**src/ddsl_pkg.sv**
```systemverilog
// package with shared constants for the dual converter serial load link
package ddsl_pkg;
  localparam int WORD_W = 16;
  localparam int CODE_W = 14;
  localparam int ADDR_HI_POS = 15;
  localparam int ADDR_LO_POS = 14;
  localparam logic [CODE_W-1:0] ZERO_CODE = 14'h0000;
  localparam logic [CODE_W-1:0] HALF_CODE = 14'h2000;
  localparam logic [1:0] ADDR_NONE = 2'h0;
  localparam logic [1:0] ADDR_A = 2'h1;
  localparam logic [1:0] ADDR_B = 2'h2;
  localparam logic [1:0] ADDR_BOTH = 2'h3;
  // link clock half period in system clocks (80 ns at 4 ns)
  localparam int LINK_HALF_NS = 80;
  localparam int CLK_NS = 4;
  localparam int LINK_HALF_CYC = LINK_HALF_NS / CLK_NS;
  localparam logic [4:0] LINK_HALF_CNT = 5'(LINK_HALF_CYC - 1);
  localparam logic [7:0] REG_CMD = 8'h00;
  localparam logic [7:0] REG_STATUS = 8'h04;
  localparam logic [7:0] REG_CTRL = 8'h08;
  localparam int CTRL_LOAD_POS = 0;
  localparam int CTRL_PRESET_POS = 1;
  localparam int CTRL_LEVEL_POS = 2;
  localparam int CTRL_SPLIT_POS = 3;
  localparam logic [3:0] CTRL_RESET = 4'h3;
  // frame length and byte split point in serial clock rises
  localparam logic [4:0] FRAME_BITS = 5'h10;
  localparam logic [4:0] SPLIT_BITS = 5'h08;
  // synchroniser bank positions and idle levels of the link pins
  localparam int PIN_N = 6;
  localparam int PIN_SCLK = 0;
  localparam int PIN_SEL = 1;
  localparam int PIN_DIN = 2;
  localparam int PIN_LOAD = 3;
  localparam int PIN_PRE = 4;
  localparam int PIN_LVL = 5;
  localparam logic [5:0] PIN_IDLE = 6'h1A;
  // power-up preset pass, long enough for the level pin to settle
  localparam logic [2:0] BOOT_INIT = 3'h7;
  localparam int CHAN_N = 2;
endpackage

```
**src/ddsl_if.sv**
```systemverilog
// interface joining the serial master and the converter front end
`timescale 1ns/1ps
interface ddsl_if;
  logic sclk;
  logic select_n;
  logic serial_in;
  logic load_outputs_n;
  logic preset_n;
  logic level_sel;
  modport device (input sclk, input select_n, input serial_in, input load_outputs_n, input preset_n, input level_sel);
  modport host (output sclk, output select_n, output serial_in, output load_outputs_n, output preset_n,
    output level_sel);
endinterface

```
**src/ddsl_device.sv**
```systemverilog
// converter front end: shift register, input and output registers
//
// Contract
// (RULE_01) sixteen-bit words, most significant bit first
// (RULE_02) shift on serial clock rise while selected
// (RULE_03) bits 15,14 address; 13..0 code
// (RULE_04) extra bits dropped; last sixteen used
// (RULE_05) select rise loads code into input registers
// (RULE_06) address 00 none, 01 A, 10 B, 11 both
// (RULE_07) byte master keeps select low between bytes
// (RULE_08) load strobe low: output registers follow inputs
// (RULE_09) preset low forces zero or half scale
// (RULE_10) reset forces zero or half scale
// (RULE_11) outputs keep preset value until a load
// (RULE_12) unused preset held high by system
// (RULE_13) idle clock or deselected edges change nothing
// (RULE_14) select never gates the load strobe
// (RULE_15) preset wins over loads and transfers
//
// Design decisions made here: the address-and-strobe port and the placing of the registers.
`timescale 1ns/1ps
module ddsl_device
  import ddsl_pkg::*;
(
  input wire logic clock_i,
  input wire logic resetn_i,
  ddsl_if.device link,
  output logic [CODE_W-1:0] input_a_o,
  output logic [CODE_W-1:0] input_b_o,
  output logic [CODE_W-1:0] out_a_o,
  output logic [CODE_W-1:0] out_b_o
);
  // pin bank: raw level, first and second synchroniser stage
  logic [PIN_N-1:0] pin_raw;
  logic [PIN_N-1:0] pin_m_q;
  logic [PIN_N-1:0] pin_s_q;

  // delayed copies of settled clock and select, for edges
  logic sclk_e_q;
  logic sel_e_q;

  // power-up pass shift chain
  logic [2:0] boot_q;

  // serial word and per-channel register pairs
  logic [WORD_W-1:0] shift_q;
  logic [CODE_W-1:0] in_q [CHAN_N];
  logic [CODE_W-1:0] dac_q [CHAN_N];

  // decoded strobes
  logic sclk_rise;
  logic sel_rise;
  logic force_now;
  logic [CODE_W-1:0] preset_val;
  logic [CHAN_N-1:0] load_ch;

  // pins gathered in one bank so each gets the same synchroniser
  assign pin_raw[PIN_SCLK] = link.sclk;
  assign pin_raw[PIN_SEL] = link.select_n;
  assign pin_raw[PIN_DIN] = link.serial_in;
  assign pin_raw[PIN_LOAD] = link.load_outputs_n;
  assign pin_raw[PIN_PRE] = link.preset_n;
  assign pin_raw[PIN_LVL] = link.level_sel;

  // two flops per pin, reset to the idle level so no false edge follows reset
  for (genvar p = 0; p < PIN_N; p++)
  begin : g_sync
    always_ff @(posedge clock_i)
    begin
      if (!resetn_i)
      begin
        pin_m_q[p] <= PIN_IDLE[p];
        pin_s_q[p] <= PIN_IDLE[p];
      end
      else
      begin
        pin_m_q[p] <= pin_raw[p];
        pin_s_q[p] <= pin_m_q[p];
      end
    end
  end

  // edge stage reads only the second flop, never the first
  always_ff @(posedge clock_i)
  begin
    if (!resetn_i)
    begin
      sclk_e_q <= PIN_IDLE[PIN_SCLK];
      sel_e_q <= PIN_IDLE[PIN_SEL];
    end
    else
    begin
      sclk_e_q <= pin_s_q[PIN_SCLK];
      sel_e_q <= pin_s_q[PIN_SEL];
    end
  end

  // power-up pass: the level pin needs two clocks before it can pick the value
  always_ff @(posedge clock_i)
  begin
    if (!resetn_i)
    begin
      boot_q <= BOOT_INIT;
    end
    else
    begin
      boot_q <= {1'b0, boot_q[2:1]}; // [RULE_10]
    end
  end

  // edges; static clock levels produce none, deselected edges are masked
  assign sclk_rise = pin_s_q[PIN_SCLK] & ~sclk_e_q & ~pin_s_q[PIN_SEL]; // [RULE_02] [RULE_13]
  assign sel_rise = pin_s_q[PIN_SEL] & ~sel_e_q; // [RULE_05]

  // preset pin or power-up pass; both force the value the level pin picks
  assign force_now = !pin_s_q[PIN_PRE] || boot_q[0]; // [RULE_09] [RULE_10] [RULE_15]
  assign preset_val = pin_s_q[PIN_LVL] ? HALF_CODE : ZERO_CODE; // [RULE_09]

  // shift register, msb first; older bits fall off the top
  always_ff @(posedge clock_i)
  begin
    if (!resetn_i)
    begin
      shift_q <= '0;
    end
    else if (sclk_rise)
    begin
      shift_q <= {shift_q[WORD_W-2:0], pin_s_q[PIN_DIN]}; // [RULE_01] [RULE_04]
    end
  end

  // one slice per channel: index 0 is channel a on bit 14, index 1 channel b on bit 15
  for (genvar ch = 0; ch < CHAN_N; ch++)
  begin : g_chan
    // each address bit enables its own channel, so 11 loads both with one code
    assign load_ch[ch] = sel_rise && shift_q[ADDR_LO_POS + ch]; // [RULE_03] [RULE_06]

    // input register; preset checked first so it beats a select-edge load
    always_ff @(posedge clock_i)
    begin
      if (!resetn_i)
      begin
        in_q[ch] <= ZERO_CODE;
      end
      else if (force_now)
      begin
        in_q[ch] <= preset_val; // [RULE_09] [RULE_15]
      end
      else if (load_ch[ch])
      begin
        in_q[ch] <= shift_q[CODE_W-1:0]; // [RULE_05]
      end
    end

    // output register follows while the strobe is low; select plays no part
    always_ff @(posedge clock_i)
    begin
      if (!resetn_i)
      begin
        dac_q[ch] <= ZERO_CODE;
      end
      else if (force_now)
      begin
        dac_q[ch] <= preset_val; // [RULE_09] [RULE_15]
      end
      else if (!pin_s_q[PIN_LOAD])
      begin
        dac_q[ch] <= in_q[ch]; // [RULE_08] [RULE_14]
      end
      // otherwise hold the preset or last loaded value [RULE_11]
    end
  end

  // channel slices to the named outputs
  assign input_a_o = in_q[0];
  assign input_b_o = in_q[1];
  assign out_a_o = dac_q[0];
  assign out_b_o = dac_q[1];
endmodule

```
**src/flat_wrapper.sv**
```systemverilog
// flat-port wrapper written by rule: the top's interface ports become plain ports
module ddsl_device_flat import ddsl_pkg::*;
  (clock_i, resetn_i, input_a_o, input_b_o, out_a_o, out_b_o, link_sclk, link_select_n, link_serial_in, link_load_outputs_n, link_preset_n, link_level_sel);
  ddsl_if link_i ();
  input wire logic clock_i;
  input wire logic resetn_i;
  output logic [CODE_W-1:0] input_a_o;
  output logic [CODE_W-1:0] input_b_o;
  output logic [CODE_W-1:0] out_a_o;
  output logic [CODE_W-1:0] out_b_o;
  input wire logic [$bits(link_i.sclk)-1:0] link_sclk;
  input wire logic [$bits(link_i.select_n)-1:0] link_select_n;
  input wire logic [$bits(link_i.serial_in)-1:0] link_serial_in;
  input wire logic [$bits(link_i.load_outputs_n)-1:0] link_load_outputs_n;
  input wire logic [$bits(link_i.preset_n)-1:0] link_preset_n;
  input wire logic [$bits(link_i.level_sel)-1:0] link_level_sel;
  assign link_i.sclk = link_sclk;
  assign link_i.select_n = link_select_n;
  assign link_i.serial_in = link_serial_in;
  assign link_i.load_outputs_n = link_load_outputs_n;
  assign link_i.preset_n = link_preset_n;
  assign link_i.level_sel = link_level_sel;
  ddsl_device u_core (.clock_i(clock_i), .resetn_i(resetn_i), .link(link_i), .input_a_o(input_a_o), .input_b_o(input_b_o), .out_a_o(out_a_o), .out_b_o(out_b_o));
endmodule
```
**config.mk**
```make
export PLATFORM = sky130hd
export DESIGN_NAME = ddsl_device_flat
export DESIGN_NICKNAME = d
export VERILOG_FILES = /design/src/ddsl_pkg.sv /design/src/ddsl_if.sv /design/src/ddsl_device.sv /design/src/flat_wrapper.sv
export SDC_FILE = /design/constraint.sdc
export NUM_CORES = 1
export LEC_CHECK = 0
export CAP_MARGIN = 15
export CORE_UTILIZATION = 55
export DETAILED_ROUTE_END_ITERATION = 12
export DONT_BUFFER_PORTS = 1
export GPL_TIMING_DRIVEN = 0
export PLACE_DENSITY = 0.69
export RECOVER_POWER = 25
export SLEW_MARGIN = 10
export SYNTH_ARGS = -nofsm -noshare
export SYNTH_HDL_FRONTEND = slang
export SYNTH_SLANG_ARGS = --single-unit
```
**constraint.sdc**
```tcl
create_clock -name clock_i -period 3.4 [get_ports clock_i]
set_input_delay 1.02 -clock clock_i [delete_from_list [all_inputs] [get_ports clock_i]]
set_output_delay 1.02 -clock clock_i [all_outputs]
set_load 0.02 [all_outputs]
```
==> summary.md, run 1 <==
The leakage power was 1.35 nW; the detailed-route via count was 1741. The die covers 6150 um^2. The critical path contains buffers and inverters numbering 2 combined. In this run, distinct cell masters in the synthesized netlist total 21. The run gives 0.000382 W as the reported net switching power.

The number of buffers inserted by post-CTS setup repair is 0, and the die boundary width is 78.4 um. The proportion of power drawn by flip-flops and latches is 65.7%. For the total standard cell area after synthesis, the log shows 3210 um^2. The post-DP HPWL was 3.62 mm.

The run gives 0 as the count of final setup violators. Clock latency on the worst-skew pair, taken at its later pin, is 340 ps. Counting stages on the worst path, the most repeated cell is sky130_fd_sc_hd__clkbuf_1. The worst register-to-register path ends at u_core.dac_q[1][5]$_SDFFCE_PN0P_. The CTS clock-pin slew for the worst setup and hold paths works out to 80 ps. The run finished with clean final reports. The clock passes through at most 2 buffers.

Sequential elements use 72.9% of the synthesized area. In this run switching power makes up 20.9% of total power. Port buffering added 0 buffers. The tools report the placer's final routability congestion estimate as 0.850.

Of the total power, the clock network draws 32.6%. For this run, the leading register cell type out of synthesis is sky130_fd_sc_hd__edfxtp_1. In this run the tightest slew margin relative to its limit is 47.4%.

Compared with the post-synthesis result, the final layout area differs by 6.19%. Counting cells, the worst reg-to-reg path comes to 4. Counting flops and latches in the post-synthesis netlist gives 89. The library cells used most frequently in the layout, excluding fill and tap cells, are sky130_fd_sc_hd__edfxtp_1 (56), sky130_fd_sc_hd__and2_1 (46), sky130_fd_sc_hd__dfxtp_1 (33).

The tools report the sink count of the clock tree as 89. Endpoint required time on the critical path: 3270 ps. The logs give 0 for the antenna cell count and 244 for the number of nets produced by synthesis. IR analysis of the VDD net gives a maximum drop of 0.000286 V. Counting every instance in the synthesized netlist gives 236.

The internal power of the cells totals 0.00144 W. The largest fanout of any net on the critical path is 14. Per report_power, the combinational group accounts for 1.7% of the total. The cell sitting at the root of the clock tree is a sky130_fd_sc_hd__clkbuf_8.

The worst path in the final design needs a cycle of 2440 ps, including I/O delays and setup. The DRC violation count after routing is 0. The kind of capture point of the worst setup path is a flop. Among cell families on the critical path, the largest total delay comes from simple AND/OR/NAND/NOR gates.

In this run the standard cell core region covers 5570 um^2. The via count of the first global-routing pass is 1630, and the slew at the pin closest to its max-slew limit is 786 ps. The number of enable-type register cells in the synthesized netlist came out at 56. STA classifies the critical path startpoint as an input port.

The per-cell routed wire length is 16.4 um. The count of nets left with antenna violations once routing finished came out at 0. The run gives 0 as the initial antenna violation count. The number of DRC violations after detailed-routing iteration 0 is 108, and the final hold slack is 409 ps. In this design, the stage delay of the slowest critical-path cell is 650 ps.

The endpoint of the worst setup timing path is u_core.dac_q[1][5]$_SDFFCE_PN0P_. The async set or reset register ratio after synthesis is 0%. The startpoint identified for the worst hold timing path is u_core.pin_m_q[3]$_SDFF_PN1_. The share of layout cells above drive strength 1 is 6.75%. The number of iterations in the first detailed-routing pass was 4; the final worst-path cycle share was 71.7%. For flop-to-flop paths, the worst setup slack is 1730 ps. In this run the number of cells on the critical path is 3.

Across the run, the number of max-cap violations was 0. The floorplan has 27 rows. The logs give 410 MHz for the maximum clock rate and 2300 ps for the worst endpoint data arrival time. The first global-routing pass estimated 8.37 mm of wire. The logs give 0 for the overall overflow remaining after global route and 15 for the maximum number of pins on one net before global-route repair. During synthesis, Yosys emitted a total of 0 warnings. The start point of the critical path was resetn_i. Setup repair after global routing left no endpoint under its margin. The number of gates resized after CTS was 0.

The logs give 5.32 mm for the total wirelength of the detailed-routed design and 64 for the total I/O pin count. The logs give 18.6% for the global-route usage over all layers and 0 for the final count of hold timing violations. The power per standard cell area was 534 nW/um^2.

The slowest stage of the critical path belongs to the cell sky130_fd_sc_hd__nand3_1. TritonCTS built the clock tree. Dividing the detail-routed via count by the number of cells gives 5.37. The count of pins over their slew limit is 0. For this run, the post-layout net count is 255. In this run, CTS created clock tree buffers numbering 9. The critical path goes through clkbuf_1 -> clkbuf_1 -> nand3_1. The logs give 0 for the count of hold buffers inserted by post-cts repair and 458 for the number of filler instances in the final layout. The setup TNS was 0 ps; the maximum level of the CTS H-tree was 3. The run gives 57.6% as the initial cell density of the core.

In this run the worst hold path is classified as reg2reg. In this run the critical register-to-register path is launched from u_core.boot_q[0]$_SDFF_PN1_. The worst setup path is of the in2reg kind.

The average footprint of a synthesized cell came out at 13.6 um^2. The most common library cell in the layout ignoring fill and taps is sky130_fd_sc_hd__edfxtp_1. Clock skew on the completed layout was measured at 11.3 ps. In this run the vertical extent of the chip is 78.4 um.
## layer usage
metal | vias to the layer above | wire length, um | GRT usage [%]
met5 | - | 0 | 0
met2 | 64 | 2700 | 31.2
li1 | 827 | - | -
met4 | 0 | 88 | 9.44
met3 | 9 | 331 | 5.35
met1 | 841 | 2200 | 21.7
## sequential cells by signal, indices dropped and copies added, names as in the netlist
signal / count
u_core.boot_q: 3
u_core.sclk_e_q: 1
u_core.pin_m_q: 6
u_core.sel_e_q: 1
u_core.shift_q: 16
u_core.in_q: 28
u_core.dac_q: 28
u_core.pin_s_q: 6
## cell usage after synthesis (2+ instances only)
library cell               number  area [um^2]
sky130_fd_sc_hd__and2_1        59          369
sky130_fd_sc_hd__edfxtp_1      56         1680
sky130_fd_sc_hd__dfxtp_1       33          661
sky130_fd_sc_hd__nand3_1       18         90.1
sky130_fd_sc_hd__nand2_1       17         63.8
sky130_fd_sc_hd__o21ai_0       16         80.1
sky130_fd_sc_hd__nand2b_1       9         56.3
sky130_fd_sc_hd__a21o_1         6         45.0
sky130_fd_sc_hd__buf_2          4         20.0
sky130_fd_sc_hd__clkbuf_1       4         15.0
sky130_fd_sc_hd__and4_4         2         22.5
sky130_fd_sc_hd__buf_6          2         22.5
sky130_fd_sc_hd__clkbuf_2       2         10.0
## stage by stage
step	worst slack (ps)	cell area, um^2	total power (W)	utilization [%]	cells
5_1_grt	799	3410	0.00188	61.2	324
2_1_floorplan	1240	3210	0.00124	-	236
3_3_place_gp	824	3300	0.00125	59.2	308
3_5_place_dp	704	3300	0.00126	59.2	308
4_1_cts	1060	3450	0.00183	61.9	324
6_report	962	3410	0.00182	61.2	324
## layout make-up
type | count | area, um^2 | share of cell area (%)
Buffer | 13 | 55.1 | 1.61
Clock buffer | 15 | 146 | 4.29
Clock inverter | 1 | 3.75 | 0.110
Inverter | 1 | 3.75 | 0.110
Multi-Input combinational cell | 133 | 769 | 22.6
Sequential cell | 89 | 2340 | 68.7
Tap cell | 72 | 90.1 | 2.64
## logic make-up after synthesis
logic type / share of synthesized area, %
AOI/OAI and AO/OA: 3.90
buffers and inverters: 2.45
DFF: 72.9
and+or+nand+nor: 20.7
## worst min-delay path by stage
stage / endpoint / slack [ps] / cells past startpoint
finish: u_core.pin_s_q[3]$_SDFF_PN1_ / 410 / 1
global placement: u_core.boot_q[0]$_SDFF_PN1_ / 390 / 1
global route: u_core.pin_s_q[3]$_SDFF_PN1_ / 430 / 1
CTS: u_core.pin_s_q[3]$_SDFF_PN1_ / 410 / 1
detailed placement: u_core.boot_q[1]$_SDFF_PN1_ / 400 / 1
floorplan: u_core.boot_q[0]$_SDFF_PN1_ / 390 / 1
## power by group through the flow
stage          Sequential (W)  Combinational [W]  Clock (W)
6_report              0.00120          0.0000303   0.000595
3_5_place_dp          0.00122          0.0000326          0
5_1_grt               0.00120          0.0000337   0.000646
3_3_place_gp          0.00122          0.0000313          0
4_1_cts               0.00120          0.0000327   0.000598
2_1_floorplan         0.00122          0.0000248          0
## worst reg2reg max path, cell delays in order (launching register included)
cell	delay, ps
sky130_fd_sc_hd__dfxtp_1	310
sky130_fd_sc_hd__nand3b_2	220
sky130_fd_sc_hd__nor2_1	560
sky130_fd_sc_hd__clkbuf_2	310
sky130_fd_sc_hd__and2_1	160
(Power assumes the default switching activity.)
==> run 2: changes to the inputs <==
--- a/config.mk
+++ b/config.mk
@@ -10,7 +10,7 @@
 export DETAILED_ROUTE_END_ITERATION = 12
 export DONT_BUFFER_PORTS = 1
 export GPL_TIMING_DRIVEN = 0
-export PLACE_DENSITY = 0.69
+export PLACE_DENSITY = 0.72
 export RECOVER_POWER = 25
 export SLEW_MARGIN = 10
 export SYNTH_ARGS = -nofsm -noshare
==> constraint.sdc (replaced) <==
create_clock -name clock_i -period 2.2 [get_ports clock_i]
set_input_delay 0.66 -clock clock_i [delete_from_list [all_inputs] [get_ports clock_i]]
set_output_delay 0.66 -clock clock_i [all_outputs]
set_load 0.02 [all_outputs]
==> summary.md, run 2 (synthesized netlist as in run 1, its figures left out) <==
Multi-input gate area in the final layout: 759 um^2 (-1.3%). The CTS clock-pin slew for the worst setup and hold paths was 80 ps (about the same). TritonCTS built the clock tree. Number of filler instances in the final layout: 434 (-5.2%). In the layout the commonest cells are sky130_fd_sc_hd__edfxtp_1 (56), sky130_fd_sc_hd__and2_1 (50), sky130_fd_sc_hd__dfxtp_1 (33). The post-DP HPWL was 3.53 mm (-2.6%). The die height came out at 78.4 um (unchanged). The overall die area is 6150 um^2 (unchanged), and the maximum clock rate is 551 MHz. The post-detailed-route count of antenna-violating nets was 0 (unchanged). The count of pins over their slew limit is 0 (unchanged), and the net switching fraction of the power is 21.8% (+0.81 points). Core area: 5570 um^2 (unchanged). The endpoint required time on the critical path was 2090 ps (-1180 ps). The tools report the number of buffers inserted during clock tree synthesis as 9 (unchanged).

For the initial antenna violation count, the log shows 0 (unchanged). The tools report the number of max-capacitance violations reported as 0 (unchanged). The antenna cell count was 0 (unchanged). Count of final setup violators: 0 (unchanged).

The layout-stage area growth over the synthesis result works out to 7.36%. Number of buffers inserted by post-CTS setup repair: 0 (unchanged). The count of nets after finishing was 255 (unchanged); the maximum level of the CTS H-tree was 3 (unchanged). The leakage power is 1.36 nW (+1.0%). Maximum vdd ir drop: 0.000494 V (+73%). The logs give 1613 (-1.0%) for the via count of the first global-routing pass and 0.00234 W (+62%) for the internal power summed over all cells.

The detailed-route via count came out at 1713 (-1.6%). Relative contribution of combinational cells to total power: 1.6% (about the same). Overall overflow remaining after global route: 0 (unchanged).

STA classifies the critical path endpoint as a flop. The tools report the initial cell density of the core as 57.6% (unchanged). The worst setup path is of the in2reg kind.

The minimum clock period after layout was 1820 ps; the instance area at placement was 3300 um^2 (unchanged). The largest fanout of any net on the critical path works out to 14 (unchanged). The tightest min-delay check is of the in2reg type. For the final count of hold timing violations, the log shows 0 (unchanged). The power per standard cell area was 866 nW/um^2 (+62%); the sink count of the clock tree was 89 (unchanged). For the maximum number of pins on one net before global-route repair, the log shows 16 (+1). The worst path uses 82.5% of the clock period. For the proportion of power drawn by flip-flops and latches, the log shows 62.0% (-3.7 points). The sequential cell area in the final layout was 2340 um^2 (unchanged). In this run the clock root is driven by a sky130_fd_sc_hd__clkbuf_8. The per-cell routed wire length is 16.2 um (-1.0%), and the share of layout cells above drive strength 1 is 8.33% (+1.6 points). The run gives 0 (unchanged) as the count of hold buffers inserted by post-cts repair.

The number of gates given a new drive strength after cts is 0 (unchanged). The die boundary width is 78.4 um (unchanged), and the slew at the pin closest to its max-slew limit is 735 ps (-51.5 ps). First-pass GRT wire length: 8.33 mm (-0.49%). The largest registers in the layout are u_core.dac_q x28, u_core.in_q x28, u_core.shift_q x16. Mean number of vias per cell: 5.29 (-1.6%). Total wirelength of the detailed-routed design: 5.26 mm (-1.0%). Reported net switching power: 0.000650 W (+70%). For the total I/O pin count, the log shows 64 (unchanged). Setup repair after global routing left no endpoint under its margin. Leaving out fill and tap cells, the most frequent cell in the layout is sky130_fd_sc_hd__edfxtp_1.

The run finished with clean final reports. For the final hold slack, the log shows 409 ps (-0.515 ps). The run gives 10.9 ps (-0.417 ps) as the clock tree skew after final layout. For the number of iterations in the first detailed-routing pass, the log shows 4 (unchanged). The placer's final routability congestion estimate was 0.813 (-4.4%). Relative slew slack: 50.9% (+3.4 points). The worst endpoint data arrival time came out at 1710 ps (-590 ps). The number of DRC violations after detailed-routing iteration 0 is 119 (+10%), and the count of buffers from port buffering is 0 (unchanged).

The DRC violation count after routing was 0 (unchanged). The logs give 18.6% (about the same) for the global-route usage over all layers and 36.5% (+3.9 points) for the clock network fraction of total power. The tools report the count of standard-cell rows as 27 (unchanged).

STA classifies the critical path startpoint as an input port. The clock latency of the later-clocked register in the worst-skew pair is 350 ps (about the same), and the maximum buffer depth of the clock tree is 2 (unchanged). The finished layout cell area was 3450 um^2 (+1.1%).
run 2: cell count changes in the layout (fill, tap and decap cells not counted), moves of 3 or more:
cell | previous run | this run
sky130_fd_sc_hd__and2_0 | 13 | 9
sky130_fd_sc_hd__clkinvlp_4 | 0 | 3
sky130_fd_sc_hd__and2_1 | 46 | 50
sky130_fd_sc_hd__clkbuf_1 | 14 | 8
run 2: routing by layer:
metal  share of wire (%)  track usage (%)  up-vias  routed length, um
met3                 6.0             4.77       10                317
met5                   0                0        -                  0
met4                 2.3             11.1        0                121
li1                    -                -      828                  -
met1                  41             21.6      819               2170
met2                  50             30.9       56               2660
run 2: cell type report:
cell class,count,area share (%)
multi-input cells,133,22.0
flip-flops and latches,89,67.9
clock buffers,9,3.59
plain buffers,13,1.67
well taps,72,2.61
inverters,1,0.109
clock inverters,7,2.07
run 2: power by group through the flow:
stage	logic [W]	clock network (W)	registers [W]
floorplan	0.0000383	0	0.00188
global placement	0.0000479	0	0.00189
detailed placement	0.0000494	0	0.00189
CTS	0.0000494	0.00110	0.00185
global route	0.0000521	0.00117	0.00185
finish	0.0000464	0.00109	0.00185
run 2: worst max-delay path, stage by stage:
cell	delay [ps]
sky130_fd_sc_hd__buf_4	130
sky130_fd_sc_hd__clkbuf_1	300
sky130_fd_sc_hd__nand3_1	610
run 2: through the flow:
| stage | TNS (ps) | util [%] | worst slack (ps) | std cells | power, W |
|---|---|---|---|---|---|
| 2_1_floorplan | 0 | - | 401 | 236 | 0.00192 |
| 3_3_place_gp | -158 | 59.2 | -12.5 | 308 | 0.00194 |
| 3_5_place_dp | -1120 | 59.2 | -49.7 | 308 | 0.00194 |
| 4_1_cts | 0 | 62.7 | 332 | 324 | 0.00300 |
| 5_1_grt | 0 | 61.9 | 221 | 324 | 0.00307 |
| 6_report | 0 | 61.9 | 384 | 324 | 0.00298 |
run 2: final timing paths:
check                                            to  cells after the start                         start  slack [ps]
setup / recovery   u_core.dac_q[0][8]$_SDFFCE_PN0P_                      3                      resetn_i         380
setup reg to reg  u_core.dac_q[0][10]$_SDFFCE_PN0P_                      4   u_core.boot_q[0]$_SDFF_PN1_         520
hold / removal         u_core.pin_m_q[4]$_SDFF_PN1_                      1                 link_preset_n         410
hold reg to reg        u_core.pin_s_q[3]$_SDFF_PN1_                      1  u_core.pin_m_q[3]$_SDFF_PN1_         410
